## src/fmsp_pkg.sv

```systemverilog
// Shared constants and types for the flash mode select and protect block
package fmsp_pkg;
    // ----------------------------------------
    // Timing
    // ----------------------------------------
    localparam int CLK_PERIOD_NS     = 50;  // System clock period
    localparam int MODE_SETUP_STATES = 4;   // Pins settle this many states before reset ends
    localparam int ZERO_LOW_BITS     = 9;   // Start bit plus eight zero data bits stay low
    localparam int MIN_BIT_CYCLES    = 4;   // Shortest bit accepted by the rate match
    localparam int LEN_BYTES         = 2;   // Load length header, high byte first

    // ----------------------------------------
    // Serial format and reset values
    // ----------------------------------------
    localparam int         DATA_BITS  = 8;
    localparam int         FRAME_BITS = 10;       // Start, eight data, one stop, no parity
    localparam logic [7:0] ACK_BYTE   = 8'h00;    // Sent back once the rate is matched
    localparam logic [7:0] EBR_RESET  = 8'h00;    // Erase block protect after reset

    // ----------------------------------------
    // State types
    // ----------------------------------------
    typedef enum logic [3:0] {
        MODE_NONE = 4'h1,
        MODE_USER = 4'h2,
        MODE_BOOT = 4'h4,
        MODE_PROG = 4'h8
    } fmsp_mode_t;

    typedef enum logic [5:0] {
        BT_OFF     = 6'h01,
        BT_IDLE    = 6'h02,
        BT_MEASURE = 6'h04,
        BT_LOAD    = 6'h08,
        BT_ERASE   = 6'h10,
        BT_RUN     = 6'h20
    } fmsp_boot_t;

    typedef enum logic [3:0] {
        RX_IDLE  = 4'h1,
        RX_START = 4'h2,
        RX_DATA  = 4'h4,
        RX_STOP  = 4'h8
    } fmsp_rx_t;
endpackage : fmsp_pkg

```

## src/fmsp_byte_if.sv

```systemverilog
// Valid/ready byte stream between the loader and its buffer
`timescale 1ns/1ps
`default_nettype none
interface fmsp_byte_if #(parameter int W = 8);
    logic         valid;
    logic         ready;
    logic [W-1:0] data;
    modport src (output valid, output data, input ready);
    modport snk (input valid, input data, output ready);
endinterface : fmsp_byte_if
`default_nettype wire

```

## src/fmsp_buf2.sv

```systemverilog
// Two-entry buffer on the received byte path
`timescale 1ns/1ps
`default_nettype none
module fmsp_buf2 #(
    parameter int W = 8
) (
    // Clock and reset
    input  wire logic      clock,
    input  wire logic      rstn,
    // Stream sides
    fmsp_byte_if.snk       in_port,
    fmsp_byte_if.src       out_port
);
    logic [W-1:0] mem [2];
    logic         wr_ptr;
    logic         rd_ptr;
    logic [1:0]   count;
    logic         push;
    logic         pop;

    // Full and empty follow the count directly
    assign in_port.ready  = (count != 2'h2);
    assign out_port.valid = (count != 2'h0);
    assign out_port.data  = mem[rd_ptr];
    assign push           = in_port.valid & in_port.ready;
    assign pop            = out_port.valid & out_port.ready;

    // Storage; a push and a pop in one cycle keep the count
    always_ff @(posedge clock) begin
        if (!rstn) begin
            wr_ptr <= 1'b0;
            rd_ptr <= 1'b0;
            count  <= 2'h0;
        end else begin
            if (push) begin
                mem[wr_ptr] <= in_port.data;
                wr_ptr      <= ~wr_ptr;
            end
            if (pop) begin
                rd_ptr <= ~rd_ptr;
            end
            if (push & ~pop) begin
                count <= count + 2'h1;
            end else if (pop & ~push) begin
                count <= count - 2'h1;
            end
        end
    end
endmodule : fmsp_buf2
`default_nettype wire

```

## src/fmsp_top.sv

```systemverilog
// Flash mode selection, boot loader front end and program/erase protection
`timescale 1ns/1ps
`default_nettype none
// Operation
// - Mode pins pick user, boot or programmer
// - Boot mode loads control program into RAM
// - Boot mode erases whole flash before running
// - Serial link is 8 data, 1 stop, no parity
// - Zero bytes measured to match host bit rate
// - User mode programs and erases single blocks
// - Low power or reset aborts program/erase
// - Those transitions reinitialise control registers
// - Cleared write enable blocks program/erase entry
// - Erase protect per block; zero protects all
// - Reading busy flash area flags an error
// - Exception during operation flags an error
// - Sleep during operation flags an error
// - Error keeps registers, ends mode at once
module fmsp_top #(
    parameter int BLOCKS  = 8,
    parameter int BLK_W   = 3,
    parameter int RAM_AW  = 11,
    parameter int CNT_W   = 16
) (
    // Clock and reset
    input  wire logic              clock,
    input  wire logic              rstn,
    // Mode pins
    input  wire logic              test_pin,
    input  wire logic              nmi_n_pin,
    input  wire logic              boot_select_pin,
    input  wire logic              prog_select_pin_a,
    input  wire logic              prog_select_pin_b,
    input  wire logic              prog_select_pin_c,
    // Serial link
    input  wire logic              rxd,
    output logic                   txd,
    // Power mode transitions
    input  wire logic              enter_subactive,
    input  wire logic              enter_subsleep,
    input  wire logic              enter_standby,
    // CPU events
    input  wire logic              cpu_read,
    input  wire logic [BLK_W-1:0]  cpu_read_block,
    input  wire logic              exception_taken,
    input  wire logic              sleep_exec,
    // Control writes
    input  wire logic              ctl_write,
    input  wire logic              ctl_swe,
    input  wire logic              ctl_program,
    input  wire logic              ctl_erase,
    input  wire logic              ebr_write,
    input  wire logic [BLOCKS-1:0] ebr_data,
    input  wire logic [BLK_W-1:0]  prog_block,
    // Boot loader side
    input  wire logic              ram_ready,
    output logic                   ram_we,
    output logic [RAM_AW-1:0]      ram_addr,
    output logic [7:0]             ram_data,
    output logic                   erase_all_req,
    input  wire logic              erase_all_done,
    output logic                   boot_run,
    // Status
    output logic                   mode_user,
    output logic                   mode_boot,
    output logic                   mode_programmer,
    output logic                   software_write_enable,
    output logic                   program_bit,
    output logic                   erase_bit,
    output logic [BLOCKS-1:0]      erase_block_protect_reg,
    output logic                   program_mode,
    output logic                   erase_mode,
    output logic                   flash_error_flag,
    output logic                   rx_overrun
);
    // ----------------------------------------
    // Helpers
    // ----------------------------------------
    function automatic logic block_hit(input logic [BLOCKS-1:0] mask, input logic [BLK_W-1:0] idx);
        block_hit = mask[idx];
    endfunction : block_hit

    localparam logic [CNT_W-1:0] MIN_BIT = CNT_W'(fmsp_pkg::MIN_BIT_CYCLES);
    localparam logic [CNT_W-1:0] LOW_DIV = CNT_W'(fmsp_pkg::ZERO_LOW_BITS);

    fmsp_pkg::fmsp_mode_t mode;
    fmsp_pkg::fmsp_boot_t boot_state;
    fmsp_pkg::fmsp_rx_t   rx_state;
    logic                 hw_protect;
    logic                 rxd_q;
    logic                 armed;
    logic [CNT_W-1:0]     low_cnt;
    logic [CNT_W-1:0]     bit_cycles;
    logic                 next_program_mode;
    logic                 next_erase_mode;
    logic                 flash_allowed;
    logic                 read_hit;
    logic                 error_event;

    // ----------------------------------------
    // Mode selection
    // ----------------------------------------
    // Pins are caught on the first edge after release that selects a mode, never inside reset
    always_ff @(posedge clock) begin
        if (!rstn) begin
            mode <= fmsp_pkg::MODE_NONE;
        end else if (mode == fmsp_pkg::MODE_NONE) begin
            if (!test_pin && nmi_n_pin) begin
                mode <= fmsp_pkg::MODE_USER;
            end else if (!test_pin && boot_select_pin) begin
                mode <= fmsp_pkg::MODE_BOOT;
            end else if (test_pin && !prog_select_pin_a && !prog_select_pin_b && !prog_select_pin_c) begin
                mode <= fmsp_pkg::MODE_PROG;
            end
        end
    end

    assign mode_user       = (mode == fmsp_pkg::MODE_USER);
    assign mode_boot       = (mode == fmsp_pkg::MODE_BOOT);
    assign mode_programmer = (mode == fmsp_pkg::MODE_PROG);

    // ----------------------------------------
    // Control registers and hardware protection
    // ----------------------------------------
    assign hw_protect = enter_subactive | enter_subsleep | enter_standby;

    // Low power entry clears the registers just as reset does
    always_ff @(posedge clock) begin
        if (!rstn || hw_protect) begin
            software_write_enable   <= 1'b0;
            program_bit             <= 1'b0;
            erase_bit               <= 1'b0;
            erase_block_protect_reg <= BLOCKS'(fmsp_pkg::EBR_RESET);
        end else begin
            if (ctl_write) begin
                software_write_enable <= ctl_swe;
                program_bit           <= ctl_program;
                erase_bit             <= ctl_erase;
            end
            if (ebr_write) begin
                erase_block_protect_reg <= ebr_data;
            end
        end
    end

    // ----------------------------------------
    // Program/erase mode and error protection
    // ----------------------------------------
    // Boot mode only opens the flash once the downloaded program runs
    assign flash_allowed = mode_user | mode_programmer | (mode_boot & (boot_state == fmsp_pkg::BT_RUN));

    // A read of the block under work; erase covers every unprotected block
    assign read_hit = cpu_read & (erase_mode ? block_hit(erase_block_protect_reg, cpu_read_block)
                                             : (cpu_read_block == prog_block));
    assign error_event = (program_mode | erase_mode) &
                         (read_hit | exception_taken | sleep_exec);

    // Bits stay stored; only the active mode drops, so the error ends it at once
    always_comb begin
        next_program_mode = program_bit & ~erase_bit & software_write_enable;
        next_erase_mode   = erase_bit & ~program_bit & software_write_enable &
                            (erase_block_protect_reg != '0);
        if (!flash_allowed || flash_error_flag || error_event || hw_protect) begin
            next_program_mode = 1'b0;
            next_erase_mode   = 1'b0;
        end
    end

    always_ff @(posedge clock) begin
        if (!rstn) begin
            program_mode <= 1'b0;
            erase_mode   <= 1'b0;
        end else begin
            program_mode <= next_program_mode;
            erase_mode   <= next_erase_mode;
        end
    end

    // Error flag is sticky; only reset or low power entry clears it
    always_ff @(posedge clock) begin
        if (!rstn || hw_protect) begin
            flash_error_flag <= 1'b0;
        end else if (error_event) begin
            flash_error_flag <= 1'b1;
        end
    end

    // ----------------------------------------
    // Boot sequencer and rate match
    // ----------------------------------------
    logic                 tx_start;
    logic                 hdr_done;
    logic                 load_done;

    always_ff @(posedge clock) begin
        if (!rstn) begin
            rxd_q <= 1'b1;
        end else begin
            rxd_q <= rxd;
        end
    end

    // Low time of a zero byte spans nine bit times
    always_ff @(posedge clock) begin
        if (!rstn) begin
            boot_state <= fmsp_pkg::BT_OFF;
            armed      <= 1'b0;
            low_cnt    <= '0;
            bit_cycles <= '0;
            tx_start   <= 1'b0;
        end else begin
            tx_start <= 1'b0;
            case (boot_state)
                fmsp_pkg::BT_OFF: begin
                    if (mode_boot) begin
                        boot_state <= fmsp_pkg::BT_IDLE;
                    end
                end
                fmsp_pkg::BT_IDLE: begin
                    // A line low since release is not taken as a start bit
                    if (rxd_q) begin
                        armed <= 1'b1;
                    end else if (armed) begin
                        low_cnt    <= CNT_W'(1);
                        boot_state <= fmsp_pkg::BT_MEASURE;
                    end
                end
                fmsp_pkg::BT_MEASURE: begin
                    if (!rxd_q) begin
                        if (low_cnt != '1) begin
                            low_cnt <= low_cnt + CNT_W'(1);
                        end
                    end else if ((low_cnt / LOW_DIV) >= MIN_BIT) begin
                        bit_cycles <= low_cnt / LOW_DIV;
                        tx_start   <= 1'b1;
                        boot_state <= fmsp_pkg::BT_LOAD;
                    end else begin
                        boot_state <= fmsp_pkg::BT_IDLE;
                    end
                end
                fmsp_pkg::BT_LOAD: begin
                    if (load_done) begin
                        boot_state <= fmsp_pkg::BT_ERASE;
                    end
                end
                fmsp_pkg::BT_ERASE: begin
                    if (erase_all_done && !hw_protect) begin
                        boot_state <= fmsp_pkg::BT_RUN;
                    end
                end
                fmsp_pkg::BT_RUN: begin
                    boot_state <= fmsp_pkg::BT_RUN;
                end
                default: begin
                    boot_state <= fmsp_pkg::BT_OFF;
                end
            endcase
        end
    end

    // Whole-array erase is withheld while a low power mode is entered
    assign erase_all_req = (boot_state == fmsp_pkg::BT_ERASE) & ~hw_protect;
    assign boot_run      = (boot_state == fmsp_pkg::BT_RUN);

    // ----------------------------------------
    // Acknowledge transmitter
    // ----------------------------------------
    logic [fmsp_pkg::FRAME_BITS-1:0] tx_shift;
    logic [3:0]                      tx_left;
    logic [CNT_W-1:0]                tx_cnt;

    // One zero byte tells the host the rate is matched
    always_ff @(posedge clock) begin
        if (!rstn) begin
            tx_shift <= '1;
            tx_left  <= 4'h0;
            tx_cnt   <= '0;
        end else if (tx_start) begin
            tx_shift <= {1'b1, fmsp_pkg::ACK_BYTE, 1'b0};
            tx_left  <= 4'(fmsp_pkg::FRAME_BITS);
            tx_cnt   <= bit_cycles - CNT_W'(1);
        end else if (tx_left != 4'h0) begin
            if (tx_cnt == '0) begin
                tx_shift <= {1'b1, tx_shift[fmsp_pkg::FRAME_BITS-1:1]};
                tx_left  <= tx_left - 4'h1;
                tx_cnt   <= bit_cycles - CNT_W'(1);
            end else begin
                tx_cnt <= tx_cnt - CNT_W'(1);
            end
        end
    end

    assign txd = tx_shift[0];

    // ----------------------------------------
    // Receiver
    // ----------------------------------------
    fmsp_byte_if #(.W(8)) rx_if ();
    fmsp_byte_if #(.W(8)) ram_if ();

    logic [CNT_W-1:0] rx_cnt;
    logic [2:0]       rx_bits;
    logic [7:0]       rx_shift;
    logic             rx_push;
    logic [7:0]       rx_byte;

    // Centre sampling from half a bit after the falling edge
    always_ff @(posedge clock) begin
        if (!rstn || boot_state != fmsp_pkg::BT_LOAD) begin
            rx_state <= fmsp_pkg::RX_IDLE;
            rx_cnt   <= '0;
            rx_bits  <= 3'h0;
            rx_shift <= 8'h00;
            rx_push  <= 1'b0;
            rx_byte  <= 8'h00;
        end else begin
            rx_push <= 1'b0;
            case (rx_state)
                fmsp_pkg::RX_IDLE: begin
                    if (!rxd_q) begin
                        rx_cnt   <= bit_cycles >> 1;
                        rx_state <= fmsp_pkg::RX_START;
                    end
                end
                fmsp_pkg::RX_START: begin
                    if (rx_cnt != '0) begin
                        rx_cnt <= rx_cnt - CNT_W'(1);
                    end else if (!rxd_q) begin
                        rx_cnt   <= bit_cycles - CNT_W'(1);
                        rx_bits  <= 3'h0;
                        rx_state <= fmsp_pkg::RX_DATA;
                    end else begin
                        rx_state <= fmsp_pkg::RX_IDLE;                      // Glitch, not a start
                    end
                end
                fmsp_pkg::RX_DATA: begin
                    if (rx_cnt != '0) begin
                        rx_cnt <= rx_cnt - CNT_W'(1);
                    end else begin
                        rx_shift <= {rxd_q, rx_shift[7:1]};
                        rx_bits  <= rx_bits + 3'h1;
                        rx_cnt   <= bit_cycles - CNT_W'(1);
                        if (rx_bits == 3'(fmsp_pkg::DATA_BITS - 1)) begin
                            rx_state <= fmsp_pkg::RX_STOP;
                        end
                    end
                end
                fmsp_pkg::RX_STOP: begin
                    if (rx_cnt != '0) begin
                        rx_cnt <= rx_cnt - CNT_W'(1);
                    end else begin
                        rx_push  <= rxd_q;
                        rx_byte  <= rx_shift;
                        rx_state <= fmsp_pkg::RX_IDLE;
                    end
                end
                default: begin
                    rx_state <= fmsp_pkg::RX_IDLE;
                end
            endcase
        end
    end

    assign rx_if.valid = rx_push;
    assign rx_if.data  = rx_byte;

    // A byte that meets a full buffer is lost and reported
    always_ff @(posedge clock) begin
        if (!rstn) begin
            rx_overrun <= 1'b0;
        end else if (rx_push && !rx_if.ready) begin
            rx_overrun <= 1'b1;
        end
    end

    fmsp_buf2 #(.W(8)) u_buf (
        .clock    (clock),
        .rstn     (rstn),
        .in_port  (rx_if),
        .out_port (ram_if)
    );

    // ----------------------------------------
    // RAM loader
    // ----------------------------------------
    logic [1:0]  hdr_left;
    logic [15:0] load_len;
    logic [15:0] load_cnt;

    assign hdr_done     = (hdr_left == 2'h0);
    assign load_done    = hdr_done & (load_cnt == load_len);
    // RAM stalls hold bytes in the buffer; header bytes are always taken
    assign ram_if.ready = (boot_state == fmsp_pkg::BT_LOAD) & (~hdr_done | (ram_ready & ~load_done));
    assign ram_we       = ram_if.valid & ram_if.ready & hdr_done;
    assign ram_data     = ram_if.data;
    assign ram_addr     = load_cnt[RAM_AW-1:0];

    always_ff @(posedge clock) begin
        if (!rstn) begin
            hdr_left <= 2'(fmsp_pkg::LEN_BYTES);
            load_len <= 16'h0000;
            load_cnt <= 16'h0000;
        end else if (ram_if.valid && ram_if.ready) begin
            if (!hdr_done) begin
                load_len <= {load_len[7:0], ram_if.data};
                hdr_left <= hdr_left - 2'h1;
            end else begin
                load_cnt <= load_cnt + 16'h0001;
            end
        end
    end
endmodule : fmsp_top
`default_nettype wire

```

## config.mk

```make
export PLATFORM = sky130hd
export DESIGN_NAME = fmsp_top
export DESIGN_NICKNAME = d
export VERILOG_FILES = /design/src/fmsp_pkg.sv /design/src/fmsp_byte_if.sv /design/src/fmsp_buf2.sv /design/src/fmsp_top.sv
export SDC_FILE = /design/constraint.sdc
export NUM_CORES = 1
export LEC_CHECK = 0
export CORE_MARGIN = 2
export CORE_UTILIZATION = 55
export CTS_BUF_LIST = sky130_fd_sc_hd__clkbuf_4 sky130_fd_sc_hd__clkbuf_8
export CTS_CLUSTER_SIZE = 20
export DETAILED_ROUTE_END_ITERATION = 10
export DONT_BUFFER_PORTS = 1
export GPL_ROUTABILITY_DRIVEN = 0
export GPL_TIMING_DRIVEN = 0
export PLACE_DENSITY = 0.73
export SYNTH_ARGS = -nofsm -noshare
export SYNTH_HDL_FRONTEND = slang
export SYNTH_SLANG_ARGS = --single-unit
```

## constraint.sdc

```tcl
create_clock -name clock -period 5.4 [get_ports clock]
set_input_delay 0.81 -clock clock [delete_from_list [all_inputs] [get_ports clock]]
set_output_delay 0.81 -clock clock [all_outputs]
set_load 0.01 [all_outputs]
```

# Yosys cells after proc, flatten, opt, wreduce, memory -nomap -nowiden
# Memories as Yosys holds them, arrays and structs flattened. A register that Yosys moved wholly into a read port is not among the register bits.
# Cells that the tools add are included.
# totals
regBits	167
mem_count	1
input_bits	36
ramBits	16
# op_classes
eq_ne	36
bitwise	37
reduce_logical	52
n_mux	53
magnitude_cmp	2
div	1
addsub	10
# memory_table
name	depth	width	read_ports	rd_clocked_by_memory_dff	wr	line	text
u_buf.mem	2	8	1	1	1	fmsp_buf2.sv:14	logic [W-1:0] mem [2];
# op_table
operator	n
2-to-1 mux 16 bit	12
one-hot mux 16 bit (4 select lines)	1
2-to-1 mux 4 bit	12
subtractor 16 x 1 -> 16 bit (second input constant)	3
2-to-1 mux 6 bit	6
one-hot mux 6 bit (6 select lines)	1
adder 16 x 1 -> 16 bit (second input constant)	2
inequality test 2 bit (second input constant)	16
one-hot mux 16 bit (2 select lines)	1
2-to-1 mux 9 bit	3
AND 1 bit	17
divider 16 x 4 -> 16 bit (second input constant)	1
== test 16 bit	1
greater-or-equal comparator 16 x 3 -> 1 bit (second input constant)	1
zero test 16 bit	1
inequality test 16 bit (second input constant)	1
one-hot mux 4 bit (4 select lines)	1
AND reduction 2 bit	8
nonzero test 16 bit	1
2-to-1 mux 3 bit	4
NOT 1 bit	12
nonzero test 2 bit	6
AND reduction 5 bit	2
== test 4 x 1 -> 1 bit (second input constant)	2
35 further kinds	76

# Depth between registers and ports, before layout
# depth
word_depth	10
mapped_depth	25
ltp_nobuf	22

# Modules after synthesis
# From an unflattened synthesis, not the netlist that was laid out.
# hier_totals
cells_unflattened	1323
hier_area_um2	10636.5
# by_module_without_submodules
mod	n_inst	seq_area_each_um2	area_per_inst_um2	cells_each
fmsp_top	1	3203.1	9830.7	1271
fmsp_buf2	1	580.6	805.8	52

# Worst setup path before layout
# No wires, ideal clock.
# synth_path
kind	reg-to-reg
from	register low_cnt[13]
to	register bit_cycles[0]
path_slack_ns	0.104
period_less_slack_ns	5.296
required_time_ns	5.326
t_arrival_ns	5.222
setup_ns	0.074
path_stages_with_launch	24
path_cell_list	dfxtp_1 > buf_2 > a21oi_1 > or4_1 > a211oi_1 > o21ai_1 > a31oi_2 > o211ai_2 > a31oi_2 > mux2_4 > a211oi_2 > and2_4 > xnor2_1 > buf_2 > or4_1 > nand4_1 > a311o_1 > nand2_1 > ha_1 > a31oi_1 > o221ai_1 > a21oi_1 > a32oi_1 > a31oi_1
# synth_between
elab_chain_cells	3
# synth_lines
element	line	text
start: declaration	fmsp_top.sv:92	logic [CNT_W-1:0] low_cnt;
start signal: assignment	fmsp_top.sv:231	low_cnt <= low_cnt + CNT_W'(1);
divider 16 x 4 -> 16 bit *	fmsp_top.sv:233, fmsp_top.sv:234	
greater-or-equal comparator 16 x 3 -> 1 bit	fmsp_top.sv:233	end else if ((low_cnt / LOW_DIV) >= MIN_BIT) begin
AND reduction 3 bit (no line)	--	
end signal: assignment	fmsp_top.sv:234	bit_cycles <= low_cnt / LOW_DIV;
end: declaration	fmsp_top.sv:93	logic [CNT_W-1:0] bit_cycles;
# Mark *: on every way between the ends. The rest lies on a longest branch, timed or not.
# A chain may end at the register's enable or synchronous reset.

# Final worst setup path
# layout_path
from	register low_cnt[15]
to	register bit_cycles[0]
# Same word-level chain as after synthesis.

==> run_results.csv <==
group,metric,value,unit
run_status,status,"complete, but fails checks",
run_status,violations,"setup timing",
timing,clock.fmax,173,MHz
yosys,yosysMostFrequentCell,"nor2_1",
yosys,synth_seq_cells,181,
power,power,3.78,mW
routing,dr.first_iter.drc_count,843,
routing,ant_nets,0,
yosys,ys.flop_type,"dfxtp_1",
final_layout,nFillCells,1519,
power,power.density,301,mW/mm2
grt,antenna_found_initial,0,
worst_setup_path,cp.required,5.81,ns
final_layout,fin_area,0.0126,mm2
floorplanning,rows,50,
floorplanning,die_y,143,um
timing,hold_viol_final,0,
grt,gr-usage-met2,0.438,
yosys,synth_top_area_frac,0.309,
clock_tree,cts.sinks,181,
grt,grt.busiest_layer,"met2",
hold_path,hp-class,"in2reg",
floorplanning,die_area,0.0205,mm2
placed_design,port_buffers,0,
power,peakVddDrop,0.000295,V
grt,globalRouteTotalUtil,0.272,
grt,grtUsageMet3,0.0490,
grt,grt_overflow,0,
timing,slew_headroom,0.303,
yosys,synth.avg_cell_area,8.24,um2
worst_setup_path,crit_path_end_kind,"register",
final_layout,syn_to_final_growth,17.6,%
routing,drc_errors,0,
yosys,ys_top_cells_by_count,"172 x nor2_1, 165 x dfxtp_1, 156 x nand2_1",
clock_tree,numCtsBuffers,17,
floorplanning,core_region_area,0.0189,mm2
yosys,syn_area,0.0107,mm2
clock_tree,ctsHoldBuffers,0,
clock_tree,h-tree-depth,4,
yosys,ys_types,113,
timing,skew,0.0175,ns
yosys,yosysTopAreaCell,"dfxtp_1",
floorplanning,num_io_pins,77,
floorplanning,die_x,143,um
yosys,synth_edf_count,16,
clock_tree,cts_buffer_depth,2,
grt,grt_pass1_vias,9304,
timing,finalCriticalPeriod,5.78,ns
placed_design,placed_cell_area,0.0110,mm2
timing,period_share,1.07,
placed_design,dp_hpwl,19300,um
yosys,synth.area.top_cells,"dfxtp_1 31%, nor2_1 6.0%, nand2_1 5.5%",
worst_setup_path,worst-path-max-fanout,6,
worst_setup_path,worst-setup-path-type,"reg2reg",
final_layout,num_antenna_cells,0,
grt,grt_use_met1,0.372,
timing,fin_ws,-0.381,ns
yosys,yosys_warnings,0,
routing,drt-total-wl,29700,um
clock_tree,cts_root_buf,"clkbuf_8",
worst_setup_path,start_kind,"register",
placed_design,post-place-cells,1556,
clock_tree,cts_tree,"done",
floorplanning,start_util,0.565,
routing,vias,10300,
timing,rsz0062_at_grt,"yes",
yosys,synth_cells,1296,
yosys,ys_seq_area_frac,0.354,
routing,avgViaCountPerCell,6.23,
grt,grt_pass1_wl,45600,um
clock_tree,insertion_delay,0.48,ns
grt,grt_max_degree,18,
final_layout,fin_cells,1651,
final_layout,final_core_util,0.665,
routing,wl_per_cell,18.0,um
yosys,synth_fp_nets,1347,
final_layout,drive_gt1_frac,0.181,
placed_design,dp_slack,-0.686,ns
power,p_leak,4.53,nW
timing,fin_tns_setup,-2.65,ns
routing,drt_first_pass_iters,6,
worst_setup_path,arrival,6.19,ns
final_layout,final_nets,1429,
run,cap_violations,0,
yosys,async_flop_share,0,
timing,finalSetupViolCount,14,
clock_tree,clkTransAtPathRegs,0.10,ns
timing,holdWs,0.442,ns
timing,worst_pin_slew,1.03,ns
timing,drv_slew,0,
-- logic make-up after synthesis --
kind of cell             Yosys count  synth area share
adder cells (fa/ha/maj)           15            0.0176
flip-flops                       181             0.354
AND/OR/NAND/NOR                  545             0.256
AO/OA/AOI/OAI                    335             0.229
XOR/XNOR                          76            0.0624
buffers and inverters            112            0.0467
multiplexers                      32            0.0342
-- power by group --
group          leakage, nW  switching (mW)  total [mW]  internal [mW]
Sequential            1.52          0.0795        1.53           1.45
Clock                0.203           0.536       0.972          0.436
Combinational         2.80           0.842        1.28          0.441
Total                 4.53            1.46        3.78           2.33
-- path summary, 6_finish.rpt --
kind | startpoint | endpoint | slack, ns | cells past startpoint
setup / recovery | low_cnt[15]$_SDFFE_PN0P_ | bit_cycles[0]$_SDFFE_PN0P_ | -0.38 | 23
hold / removal | rxd | rxd_q$_SDFF_PN1_ | 0.44 | 1
setup reg to reg | low_cnt[15]$_SDFFE_PN0P_ | bit_cycles[0]$_SDFFE_PN0P_ | -0.38 | 23
hold reg to reg | rx_byte[1]$_SDFFE_PP0P_ | u_buf.mem[0][1]$_DFFE_PP_ | 0.46 | 0
-- cells in the final DEF, fill, tap and decap left out, types with 12 or more instances in the layout --
cell type  netlist  layout
nand4_1         17      17
o21ai_0         54      45
a21oi_1         93      89
a22oi_1         14      12
mux2i_1         19      18
nand2b_1        15      12
a21o_1          13      13
clkbuf_8         0      17
nor3_1          24      24
nand3_1         28      27
o211ai_1        21      21
nor4_1          25      21
clkbuf_1        55      55
edfxtp_1        16      16
nand2_1        156     153
ha_1            15      14
dfxtp_1        165     160
nor2_1         172     170
or3_1           14      14
xnor2_1         45      44
xor2_1          31      30
buf_4           15      68
inv_1           30      30
-- layout make-up --
cell class | instances | area, um2 | area share
buffer | 79 | 408 | 0.0325
clock buffer | 19 | 249 | 0.0198
clock inverter | 13 | 164 | 0.0131
inverter | 33 | 124 | 0.00987
multi-input combinational | 1003 | 6970 | 0.555
sequential | 181 | 3800 | 0.302
tap | 260 | 325 | 0.0259
timing repair buffer | 63 | 519 | 0.0414
-- layer usage --
layer	routed length, um	share of wire
met1	13000	0.44
met2	13800	0.47
met3	2010	0.068
met4	915	0.031
met5	0	0
-- what timing repair did --
action | in CTS | in global routing
setup buffers | 42 | 21
resized for setup | 88 | 43
hold endpoints to repair | 0 | 0
cloned | 1 | 1
pin swaps | 45 | 38
endpoints found under the setup margin | 15 | 16
-- worst max-delay path, stage by stage (launching register included) --
cell and delay, ns:
dfxtp_4 0.40, and2b_2 0.26, and4_1 0.22, or4_4 0.55
a211oi_4 0.28, o21ai_2 0.11, a31oi_2 0.31, o211ai_4 0.17
a31oi_4 0.32, mux2_4 0.34, a211oi_4 0.26, a2111oi_4 0.12
buf_4 0.18, o31ai_4 0.36, or2_4 0.23, nand4_1 0.19
a311o_1 0.41, nand2_2 0.11, ha_4 0.21, a31oi_4 0.15
o221ai_2 0.11, a21oi_1 0.18, a32oi_1 0.08, a31oi_1 0.13
(Power assumes the default switching activity.)
